<file path="config.mk">
export PLATFORM = sky130hd
export DESIGN_NAME = svc_ctrl_status
export DESIGN_NICKNAME = d
export VERILOG_FILES = /design/src/pkg/svc_pkg.sv /design/src/verilog/svc_ctrl_status.sv /design/src/verilog/svc_lane_decode.sv /design/src/verilog/svc_w1c_flags.sv
export VERILOG_INCLUDE_DIRS = /design/src /design/src/pkg
export SDC_FILE = /design/constraint.sdc
export NUM_CORES = 1
export LEC_CHECK = 0
export BUFFER_PORTS_ARGS = -buffer_cell sky130_fd_sc_hd__buf_2
export CAP_MARGIN = 20
export CORE_MARGIN = 3
export CORE_UTILIZATION = 50
export CTS_BUF_LIST = sky130_fd_sc_hd__clkbuf_8
export CTS_CLUSTER_SIZE = 30
export DETAILED_ROUTE_END_ITERATION = 12
export GPL_ROUTABILITY_DRIVEN = 0
export PLACE_DENSITY_LB_ADDON = 0.3
export REMOVE_ABC_BUFFERS = 1
export SYNTH_ARGS = -nofsm -noshare
export SYNTH_HDL_FRONTEND = slang
export SYNTH_SLANG_ARGS = --single-unit
</file>
<file path="constraint.sdc">
create_clock -name clk -period 3.6 [get_ports clk]
set_input_delay 0.72 -clock clk [delete_from_list [all_inputs] [get_ports clk]]
set_output_delay 0.72 -clock clk [all_outputs]
set_load 0.03 [all_outputs]
</file>
<file path="src/pkg/svc_defines.svh">
// offsets, field positions, reset values and widths of the service unit
`ifndef SVC_DEFINES_SVH
`define SVC_DEFINES_SVH

// byte offsets of the register map
`define SVC_OFS_CTRL        13'h0000
`define SVC_OFS_STATUS_A    13'h0001
`define SVC_OFS_INT_MASK    13'h0020
`define SVC_OFS_MEMORY_TYPE_INFO     13'h1FCC
`define SVC_OFS_PERIPHERAL_IDENT_4        13'h1FD0
`define SVC_OFS_PERIPHERAL_IDENT_0        13'h1FE0
`define SVC_OFS_PERIPHERAL_IDENT_1        13'h1FE4
`define SVC_OFS_PERIPHERAL_IDENT_2        13'h1FE8
`define SVC_OFS_PERIPHERAL_IDENT_3        13'h1FEC
`define SVC_OFS_COMPONENT_IDENT_0        13'h1FF0
`define SVC_OFS_COMPONENT_IDENT_1        13'h1FF4
`define SVC_OFS_COMPONENT_IDENT_2        13'h1FF8
`define SVC_OFS_COMPONENT_IDENT_3        13'h1FFC

// control bit positions
`define SVC_CTRL_SOFT_RESET 0
`define SVC_CTRL_CRC        2
`define SVC_CTRL_SELFTEST   3
`define SVC_CTRL_ERASE      4

// status a bit positions
`define SVC_STAT_DONE       0
`define SVC_STAT_COLD_PLUG  1
`define SVC_STAT_BUS_FAULT  2
`define SVC_STAT_FAIL       3
`define SVC_STAT_PROT_VIOL  4
`define SVC_STAT_W          5

// reset values
`define SVC_STATUS_RESET    5'h00
`define SVC_MASK_RESET      5'h00
`define SVC_RDATA_RESET     32'h00000000

`endif

</file>
<file path="src/pkg/svc_pkg.sv">
// types shared by the service unit control and status front end
package svc_pkg;

	// access size of one register bus request
	typedef enum logic [1:0]
	{
		svc_size_byte = 2'b00,
		svc_size_half = 2'b01,
		svc_size_word = 2'b10
	} svc_size_t;

	// register selected by the address decoder
	typedef enum logic [3:0]
	{
		svc_sel_none,
		svc_sel_ctrl_stat,
		svc_sel_mask,
		svc_sel_memory_type_info,
		svc_sel_peripheral_ident_4,
		svc_sel_peripheral_ident_0,
		svc_sel_peripheral_ident_1,
		svc_sel_peripheral_ident_2,
		svc_sel_peripheral_ident_3,
		svc_sel_component_ident_0,
		svc_sel_component_ident_1,
		svc_sel_component_ident_2,
		svc_sel_component_ident_3
	} svc_sel_t;

	// operation sequencer, gray along idle, busy, reset
	typedef enum logic [1:0]
	{
		svc_st_idle  = 2'b00,
		svc_st_busy  = 2'b01,
		svc_st_reset = 2'b11
	} svc_state_t;

	// complete state of the core
	typedef struct packed
	{
		svc_state_t  state;
		logic [4:0]  mask;
		logic [31:0] rdata;
		logic        erase_pulse;
		logic        selftest_pulse;
		logic        crc_pulse;
		logic        srst_pulse;
	} svc_core_t;

endpackage : svc_pkg

</file>
<file path="src/verilog/svc_ctrl_status.sv">
// control, status and identification front end of the service unit
//
// Implementation choice: the strobed register port.
`timescale 1ns/1ps
`include "svc_defines.svh"

module svc_ctrl_status
#(
	// identification words, values are arbitrary
	parameter logic [31:0] MEMORY_TYPE_INFO_VALUE = 32'h00000001,
	parameter logic [31:0] PERIPHERAL_IDENT_4_VALUE    = 32'h00000000,
	parameter logic [31:0] PERIPHERAL_IDENT_0_VALUE    = 32'h00000011,
	parameter logic [31:0] PERIPHERAL_IDENT_1_VALUE    = 32'h00000022,
	parameter logic [31:0] PERIPHERAL_IDENT_2_VALUE    = 32'h00000033,
	parameter logic [31:0] PERIPHERAL_IDENT_3_VALUE    = 32'h00000000,
	parameter logic [31:0] COMPONENT_IDENT_0_VALUE    = 32'h00000044,
	parameter logic [31:0] COMPONENT_IDENT_1_VALUE    = 32'h00000055,
	parameter logic [31:0] COMPONENT_IDENT_2_VALUE    = 32'h00000066,
	parameter logic [31:0] COMPONENT_IDENT_3_VALUE    = 32'h00000077
)
(
	// clock and reset
	input  wire logic                clk,
	input  wire logic                reset_n,
	// register port
	input  wire logic [12:0]         reg_addr,
	input  wire svc_pkg::svc_size_t  reg_size,
	input  wire logic [31:0]         reg_wdata,
	input  wire logic                reg_wr,
	input  wire logic                reg_rd,
	output logic [31:0]              reg_rdata,
	// protection state
	input  wire logic                pac_wr_protect,
	input  wire logic                device_protected,
	// operation launch
	output logic                     erase_start,
	output logic                     mem_selftest_start,
	output logic                     crc_start,
	output logic                     unit_soft_reset,
	output logic                     op_busy,
	// operation outcome
	input  wire logic                op_done,
	input  wire logic                op_fail,
	input  wire logic                op_bus_fault,
	input  wire logic                cold_plug_detect,
	// interrupt
	output logic                     irq
);
	import svc_pkg::*;

	////////////////////////////////////////////////////////////////////////
	// declarations

	svc_core_t         core_reg;
	svc_core_t         core_next;

	svc_sel_t          dec_sel;
	logic [3:0]        dec_lanes;
	logic              dec_ok;

	logic              wr_ok;
	logic              rd_ok;
	logic              ctrl_wr;
	logic              stat_wr;
	logic              mask_wr;
	logic [7:0]        ctrl_byte;
	logic [`SVC_STAT_W-1:0] stat_clr;
	logic [`SVC_STAT_W-1:0] stat_set;
	logic [`SVC_STAT_W-1:0] stat_flags;
	logic              cmd_erase;
	logic              cmd_selftest;
	logic              cmd_crc;
	logic              cmd_srst;
	logic              viol_set;
	logic              done_set;
	logic [31:0]       word_value;
	logic              op_running;

	////////////////////////////////////////////////////////////////////////
	// address and size decode

	svc_lane_decode u_decode
	(
		.addr      (reg_addr),
		.size      (reg_size),
		.sel       (dec_sel),
		.lanes     (dec_lanes),
		.access_ok (dec_ok)
	);

	// byte lane mask of the lanes an access touches
	function automatic logic [31:0] lane_mask
	(
		input logic [3:0] l
	);
		return {{8{l[3]}}, {8{l[2]}}, {8{l[1]}}, {8{l[0]}}};
	endfunction : lane_mask

	// true when the decoded word and one of its byte lanes are both hit
	function automatic logic lane_hit
	(
		input svc_sel_t   got,
		input logic [3:0] lanes_in,
		input svc_sel_t   want,
		input logic [1:0] lane
	);
		return (got == want) && lanes_in[lane];
	endfunction : lane_hit

	// true while the sequencer sits in the given state
	function automatic logic state_is
	(
		input svc_core_t  c,
		input svc_state_t s
	);
		return (c.state == s);
	endfunction : state_is

	////////////////////////////////////////////////////////////////////////
	// write qualification

	// misaligned accesses are dropped whole
	// a misaligned access touches no lane, so it neither launches nor clears
	assign wr_ok = reg_wr && dec_ok;
	assign rd_ok = reg_rd && dec_ok;

	// control sits in lane 0 and status a in lane 1 of word 0
	assign ctrl_wr = wr_ok && lane_hit(dec_sel, dec_lanes, svc_sel_ctrl_stat, 2'h0)
		&& !pac_wr_protect;
	assign stat_wr = wr_ok && lane_hit(dec_sel, dec_lanes, svc_sel_ctrl_stat, 2'h1)
		&& !pac_wr_protect;

	// the interrupt mask is not protectable
	assign mask_wr = wr_ok && lane_hit(dec_sel, dec_lanes, svc_sel_mask, 2'h0);

	assign ctrl_byte = ctrl_wr ? reg_wdata[7:0] : 8'h00;

	// only written ones clear status flags
	assign stat_clr = stat_wr ? reg_wdata[8 +: `SVC_STAT_W] : '0;

	////////////////////////////////////////////////////////////////////////
	// command decode

	// a zero bit launches nothing
	assign cmd_srst     = ctrl_byte[`SVC_CTRL_SOFT_RESET];
	assign cmd_erase    = ctrl_byte[`SVC_CTRL_ERASE];
	assign cmd_selftest = ctrl_byte[`SVC_CTRL_SELFTEST];
	assign cmd_crc      = ctrl_byte[`SVC_CTRL_CRC];

	// self-test is refused while the device is protected
	assign viol_set = cmd_selftest && !cmd_srst && !cmd_erase && device_protected
		&& state_is(core_reg, svc_st_idle);

	// engine answers count only while an operation runs; late pulses belong to nothing
	assign op_running = state_is(core_reg, svc_st_busy);

	// completion of the running operation
	assign done_set = op_done && op_running;

	////////////////////////////////////////////////////////////////////////
	// status flags

	// failure and bus faults count only while an operation runs
	always_comb
	begin
		stat_set = '0;
		stat_set[`SVC_STAT_DONE]      = done_set;
		stat_set[`SVC_STAT_COLD_PLUG] = cold_plug_detect;
		stat_set[`SVC_STAT_BUS_FAULT] = op_bus_fault && op_running;
		stat_set[`SVC_STAT_FAIL]      = op_fail && op_running;
		stat_set[`SVC_STAT_PROT_VIOL] = viol_set;
	end

	svc_w1c_flags
	#(
		.W (`SVC_STAT_W)
	)
	u_status
	(
		.clk        (clk),
		.reset_n    (reset_n),
		.set_pulse  (stat_set),
		.clr_mask   (stat_clr),
		.soft_clear (core_reg.srst_pulse),
		.flags      (stat_flags)
	);

	////////////////////////////////////////////////////////////////////////
	// read mux

	// control reads as zero, identification words are constants
	always_comb
	begin
		word_value = 32'h00000000;
		unique case (dec_sel)
			svc_sel_ctrl_stat: word_value = {16'h0000, 3'b000, stat_flags, 8'h00};
			svc_sel_mask:      word_value = {27'h0000000, core_reg.mask};
			svc_sel_memory_type_info:   word_value = MEMORY_TYPE_INFO_VALUE;
			svc_sel_peripheral_ident_4:      word_value = PERIPHERAL_IDENT_4_VALUE;
			svc_sel_peripheral_ident_0:      word_value = PERIPHERAL_IDENT_0_VALUE;
			svc_sel_peripheral_ident_1:      word_value = PERIPHERAL_IDENT_1_VALUE;
			svc_sel_peripheral_ident_2:      word_value = PERIPHERAL_IDENT_2_VALUE;
			svc_sel_peripheral_ident_3:      word_value = PERIPHERAL_IDENT_3_VALUE;
			svc_sel_component_ident_0:      word_value = COMPONENT_IDENT_0_VALUE;
			svc_sel_component_ident_1:      word_value = COMPONENT_IDENT_1_VALUE;
			svc_sel_component_ident_2:      word_value = COMPONENT_IDENT_2_VALUE;
			svc_sel_component_ident_3:      word_value = COMPONENT_IDENT_3_VALUE;
			svc_sel_none:      word_value = 32'h00000000;
		endcase
	end

	////////////////////////////////////////////////////////////////////////
	// next state

	// sequencer, launch pulses, mask and read data
	always_comb
	begin
		core_next                = core_reg;
		core_next.erase_pulse    = 1'b0;
		core_next.selftest_pulse = 1'b0;
		core_next.crc_pulse      = 1'b0;
		core_next.srst_pulse     = 1'b0;

		// read data stands only in the cycle after the strobe
		core_next.rdata = `SVC_RDATA_RESET;
		if (rd_ok)
		begin
			core_next.rdata = word_value & lane_mask(dec_lanes);
		end

		// mask register, identification words take no write
		if (mask_wr)
		begin
			core_next.mask = reg_wdata[4:0];
		end

		unique case (core_reg.state)
			svc_st_idle:
			begin
				// priority: reset, erase, self-test, crc
				// a refused self-test also holds back a crc written beside it
				if (cmd_srst)
				begin
					core_next.state      = svc_st_reset;
					core_next.srst_pulse = 1'b1;
				end
				else if (cmd_erase)
				begin
					core_next.state       = svc_st_busy;
					core_next.erase_pulse = 1'b1;
				end
				else if (cmd_selftest && !device_protected)
				begin
					core_next.state          = svc_st_busy;
					core_next.selftest_pulse = 1'b1;
				end
				else if (cmd_crc && !cmd_selftest)
				begin
					core_next.state     = svc_st_busy;
					core_next.crc_pulse = 1'b1;
				end
			end
			svc_st_busy:
			begin
				// new launches other than a soft reset are ignored until the running one ends
				if (cmd_srst)
				begin
					core_next.state      = svc_st_reset;
					core_next.srst_pulse = 1'b1;
				end
				else if (done_set)
				begin
					core_next.state = svc_st_idle;
				end
			end
			svc_st_reset:
			begin
				// one cycle in which flags, mask and engine are cleared
				core_next.state = svc_st_idle;
				core_next.mask  = `SVC_MASK_RESET;
			end
			default:
			begin
				core_next.state = svc_st_idle;
			end
		endcase

		// soft reset also drops a mask write of the same cycle
		if (cmd_srst)
		begin
			core_next.mask = `SVC_MASK_RESET;
		end
	end

	////////////////////////////////////////////////////////////////////////
	// state register

	// launch pulses drop at once so nothing starts while reset is low
	always_ff @(posedge clk or negedge reset_n)
	begin
		if (!reset_n)
		begin
			core_reg.state          <= svc_st_idle;
			core_reg.mask           <= `SVC_MASK_RESET;
			core_reg.rdata          <= `SVC_RDATA_RESET;
			core_reg.erase_pulse    <= 1'b0;
			core_reg.selftest_pulse <= 1'b0;
			core_reg.crc_pulse      <= 1'b0;
			core_reg.srst_pulse     <= 1'b0;
		end
		else
		begin
			core_reg <= core_next;
		end
	end

	////////////////////////////////////////////////////////////////////////
	// outputs

	// data and launch outputs come straight from flops
	assign reg_rdata          = core_reg.rdata;
	assign erase_start        = core_reg.erase_pulse;
	assign mem_selftest_start = core_reg.selftest_pulse;
	assign crc_start          = core_reg.crc_pulse;
	assign unit_soft_reset    = core_reg.srst_pulse;
	assign op_busy            = op_running;

	// level interrupt while any unmasked flag is set
	assign irq = |(stat_flags & core_reg.mask);

endmodule : svc_ctrl_status

</file>
<file path="src/verilog/svc_lane_decode.sv">
// address and access size decoder of the service unit register port
`timescale 1ns/1ps
`include "svc_defines.svh"

module svc_lane_decode
(
	// request
	input  wire logic [12:0]          addr,
	input  wire svc_pkg::svc_size_t   size,
	// decode result
	output svc_pkg::svc_sel_t         sel,
	output logic [3:0]                lanes,
	output logic                      access_ok
);
	import svc_pkg::*;

	// byte lanes touched by a naturally aligned access, zero when misaligned
	function automatic logic [3:0] lanes_of
	(
		input svc_size_t sz,
		input logic [1:0] ofs
	);
		logic [3:0] l;
		l = 4'h0;
		unique case (sz)
			svc_size_byte: l = 4'h1 << ofs;
			svc_size_half: l = ofs[0] ? 4'h0 : (ofs[1] ? 4'hC : 4'h3);
			svc_size_word: l = (ofs == 2'h0) ? 4'hF : 4'h0;
			default:       l = 4'h0;
		endcase
		return l;
	endfunction : lanes_of

	// word select from the aligned word address
	always_comb
	begin
		unique case ({addr[12:2], 2'b00})
			`SVC_OFS_CTRL:     sel = svc_sel_ctrl_stat;
			`SVC_OFS_INT_MASK: sel = svc_sel_mask;
			`SVC_OFS_MEMORY_TYPE_INFO:  sel = svc_sel_memory_type_info;
			`SVC_OFS_PERIPHERAL_IDENT_4:     sel = svc_sel_peripheral_ident_4;
			`SVC_OFS_PERIPHERAL_IDENT_0:     sel = svc_sel_peripheral_ident_0;
			`SVC_OFS_PERIPHERAL_IDENT_1:     sel = svc_sel_peripheral_ident_1;
			`SVC_OFS_PERIPHERAL_IDENT_2:     sel = svc_sel_peripheral_ident_2;
			`SVC_OFS_PERIPHERAL_IDENT_3:     sel = svc_sel_peripheral_ident_3;
			`SVC_OFS_COMPONENT_IDENT_0:     sel = svc_sel_component_ident_0;
			`SVC_OFS_COMPONENT_IDENT_1:     sel = svc_sel_component_ident_1;
			`SVC_OFS_COMPONENT_IDENT_2:     sel = svc_sel_component_ident_2;
			`SVC_OFS_COMPONENT_IDENT_3:     sel = svc_sel_component_ident_3;
			default:           sel = svc_sel_none;
		endcase
	end

	// 8, 16 and 32 bit accesses, each quarter and half reachable
	assign lanes     = lanes_of(size, addr[1:0]);
	assign access_ok = (lanes != 4'h0);

endmodule : svc_lane_decode

</file>
<file path="src/verilog/svc_w1c_flags.sv">
// sticky status flags, set by hardware, cleared by writing one
`timescale 1ns/1ps

module svc_w1c_flags
#(
	parameter int W = 5
)
(
	// clock and reset
	input  wire logic         clk,
	input  wire logic         reset_n,
	// events and clears
	input  wire logic [W-1:0] set_pulse,
	input  wire logic [W-1:0] clr_mask,
	input  wire logic         soft_clear,
	// flags
	output logic [W-1:0]      flags
);
	typedef struct packed
	{
		logic [W-1:0] flags;
	} svc_flag_state_t;

	svc_flag_state_t st_reg;
	svc_flag_state_t st_next;

	// a set in the same cycle as its clear wins; zero writes change nothing
	always_comb
	begin
		st_next = st_reg;
		st_next.flags = (st_reg.flags & ~clr_mask) | set_pulse;
		if (soft_clear)
		begin
			st_next.flags = '0;
		end
	end

	// state register
	always_ff @(posedge clk or negedge reset_n)
	begin
		if (!reset_n)
		begin
			st_reg <= '0;
		end
		else
		begin
			st_reg <= st_next;
		end
	end

	assign flags = st_reg.flags;

endmodule : svc_w1c_flags

</file>
==> impl_metrics.env <==
export IMPL_power_switching_uw=157
export IMPL_power_frac_seq_pct=52.9
export IMPL_report_final_slew_viol_count=0
export IMPL_dr_pass1_iters=4
export IMPL_crit_fanout=13
export IMPL_mostFrequentLayoutCells="buf_2 (52), dfrtp_1 (28), conb_1 (20)"
export IMPL_p_int_uw=437
export IMPL_clk_latency_ns=0.27
export IMPL_synth_distinct_cells=50
export IMPL_path_cells="buf_2 > nor4_2 > nand2_1 > nor4_1 > and2_1"
export IMPL_hold_viol_final=0
export IMPL_wire_per_inst_um=13.3
export IMPL_via_per_inst=5.17
export IMPL_rsz0062_at_grt="false"
export IMPL_grt_max_degree=29
export IMPL_port_buffers=52
export IMPL_cts_tree="done"
export IMPL_sw_frac_of_total_pct=26.5
export IMPL_avgSynthCellArea_um2=9.06
export IMPL_cts_resized_gates=0
export IMPL_largest_register_ffs=12
export IMPL_dieWidth_um=66.2
export IMPL_dieHeight_um=66.2
export IMPL_critical_path_top_delay_family="simple AND/OR/NAND/NOR gates"
export IMPL_wl_met3_um=227
export IMPL_max_stage_delay_ns=0.76
export IMPL_drtIter0Drc=77
export IMPL_synthFlopType="dfrtp_1"
export IMPL_power_density_mw_per_mm2=298
export IMPL_r2r_end="crc_start"
export IMPL_tns_ns=0
export IMPL_final_setup_skew_ns=0.00502
export IMPL_final_common_cell="buf_2"
export IMPL_postLayoutCellArea_mm2=0.00199
export IMPL_core_area_mm2=0.00342
export IMPL_r2r_setup_slack_ns=2.12
export IMPL_leakagePower_nw=0.959
export IMPL_placementRows=21
export IMPL_synth_seq_cells=28
export IMPL_wl_met2_um=1850
export IMPL_start_util_pct=53.0
export IMPL_netlist_instances=200
export IMPL_cp_num_buf_inv=1
export IMPL_vias=1473
export IMPL_drive_gt1_share_pct=27.6
export IMPL_fin_nets=297
export IMPL_cts_setup_buffers=0
export IMPL_htree_num_levels=1
export IMPL_period_share_pct=66.1
export IMPL_drt_total_wl_um=3790
export IMPL_timing_rr_start="core_reg[41]"
export IMPL_top_layer_used="met4"
export IMPL_cp_arrival_ns=2.58
export IMPL_grt_pass1_vias=1375
export IMPL_grt_overflow=0
export IMPL_grtUsageTotal_pct=18.2
export IMPL_cts_sinks=28
export IMPL_min_path_type="in -> async"
export IMPL_cp_end_kind="register"
export IMPL_clk_pin_slew_ns=0.09
export IMPL_ctsHoldBuffers=0
export IMPL_cts_made_buffers=3
export IMPL_hpwl_um=2970
export IMPL_slew_headroom_pct=45.6
export IMPL_wl_met1_um=1680
export IMPL_root_buffer="clkbuf_8"
export IMPL_async_flop_share_pct=100
export IMPL_syn_area_mm2=0.00181
export IMPL_grt_pass1_wl_um=6260
export IMPL_syn2layout_area_growth_pct=10.0
export IMPL_fmax_mhz=421
export IMPL_pwr_share_clk_pct=31.5
export IMPL_drc=0
export IMPL_yosysSeqAreaShare_pct=38.7
export IMPL_antenna_found_initial=0
export IMPL_critPathSlowestCell="nor4_1"
export IMPL_place_area_mm2=0.00194
export IMPL_worstPathRequired_ns=3.80
export IMPL_fin_crit_ns=2.38
export IMPL_pwr_share_comb_pct=15.5
export IMPL_cts_buffer_depth=2
export IMPL_crit_type="in -> reg"
export IMPL_synth_edff_count=0
export IMPL_status="finished clean"
export IMPL_dieArea_mm2=0.00438
export IMPL_ir_drop_mv=0.137
export IMPL_worst_slew_pin_slew_ns=0.808
export IMPL_worstSetupStartpointType="input pin"
export IMPL_synth_warnings=0
export IMPL_r2r_worst_path_cells=4
export IMPL_cap_violations=0
export IMPL_pin_count=95
export IMPL_ant_nets=0
export IMPL_diodes=0
export IMPL_finalSetupViolCount=0
## layer usage
metal  vias to the layer above  track usage (%)
met5                         -                0
met4                         0             3.81
met3                         2             1.02
met2                        46             31.4
met1                       686             25.1
li1                        739                -
## power by group through the flow
stage,combinational (mW),clock [mW],sequential (mW)
5_1_grt,0.102,0.205,0.315
2_1_floorplan,0.0503,0,0.321
6_report,0.0922,0.187,0.315
3_5_place_dp,0.0920,0,0.321
3_3_place_gp,0.0907,0,0.321
4_1_cts,0.0922,0.191,0.315
## how the worst max path moves through the flow
| stage | startpoint | endpoint | slack, ns | depth (start not counted) |
|---|---|---|---|---|
| 3_5_place_dp | reg_addr[2] | reg_rdata[11] | 0.94 | 5 |
| 5_1_grt | reg_addr[2] | core_reg[41] | 1.08 | 5 |
| 3_3_place_gp | reg_addr[2] | reg_rdata[9] | 1.02 | 5 |
| 4_1_cts | reg_addr[2] | reg_rdata[11] | 1.22 | 5 |
| 6_report | reg_addr[2] | reg_rdata[11] | 1.22 | 5 |
| 2_1_floorplan | reg_addr[2] | core_reg[41] | 1.46 | 4 |
## synth_stat cells, types with 2 or more instances
library cell / n / share of area (%)
a21oi_1: 9 / 2.5
or2_2: 2 / 0.69
o2111ai_1: 2 / 0.97
nand4b_1: 3 / 1.5
dfrtp_1: 28 / 39
a22oi_1: 2 / 0.83
nand2b_1: 7 / 2.4
nor4_4: 2 / 2.3
nor3_1: 2 / 0.55
nor4_1: 10 / 3.5
nor2b_1: 4 / 1.4
and2_1: 6 / 2.1
buf_4: 32 / 13
nand3_1: 10 / 2.8
o21ai_1: 4 / 1.1
nor2_1: 7 / 1.5
o21ai_0: 7 / 1.9
clkbuf_1: 3 / 0.62
nand2_1: 14 / 2.9
or4_1: 2 / 0.83
inv_1: 15 / 3.1
## cells by family after synthesis
family                    after synthesis  share of synthesized area [%]
muxes                                   1                          0.553
other                                   1                          0.207
AOI/OAI and AO/OA                      38                           14.8
xor gates and xnor gates                2                          0.967
buffers and inverters                  51                           17.6
DFF                                    28                           38.7
and+or+nand+nor                        79                           27.2
## stage by stage
stage          setup slack (ns)  power [mW]  std cells  util (%)  hold slack, ns
2_1_floorplan              1.46       0.371        183         -           0.424
3_3_place_gp               1.02       0.412        281      56.7           0.501
3_5_place_dp              0.936       0.413        281      56.7           0.506
4_1_cts                    1.22       0.597        285      58.4           0.473
5_1_grt                    1.08       0.622        285      58.4           0.501
6_report                   1.22       0.594        285      58.4           0.459
## layout make-up
| class | instances | area (µm²) |
|---|---|---|
| multi-input cells | 140 | 863 |
| clock buffers | 4 | 55.1 |
| inverters | 15 | 56.3 |
| repair buffers | 52 | 260 |
| fillers | 348 | 1420 |
| flip-flops and latches | 28 | 701 |
| well taps | 46 | 57.6 |
Power figures use the tool's default switching activity.
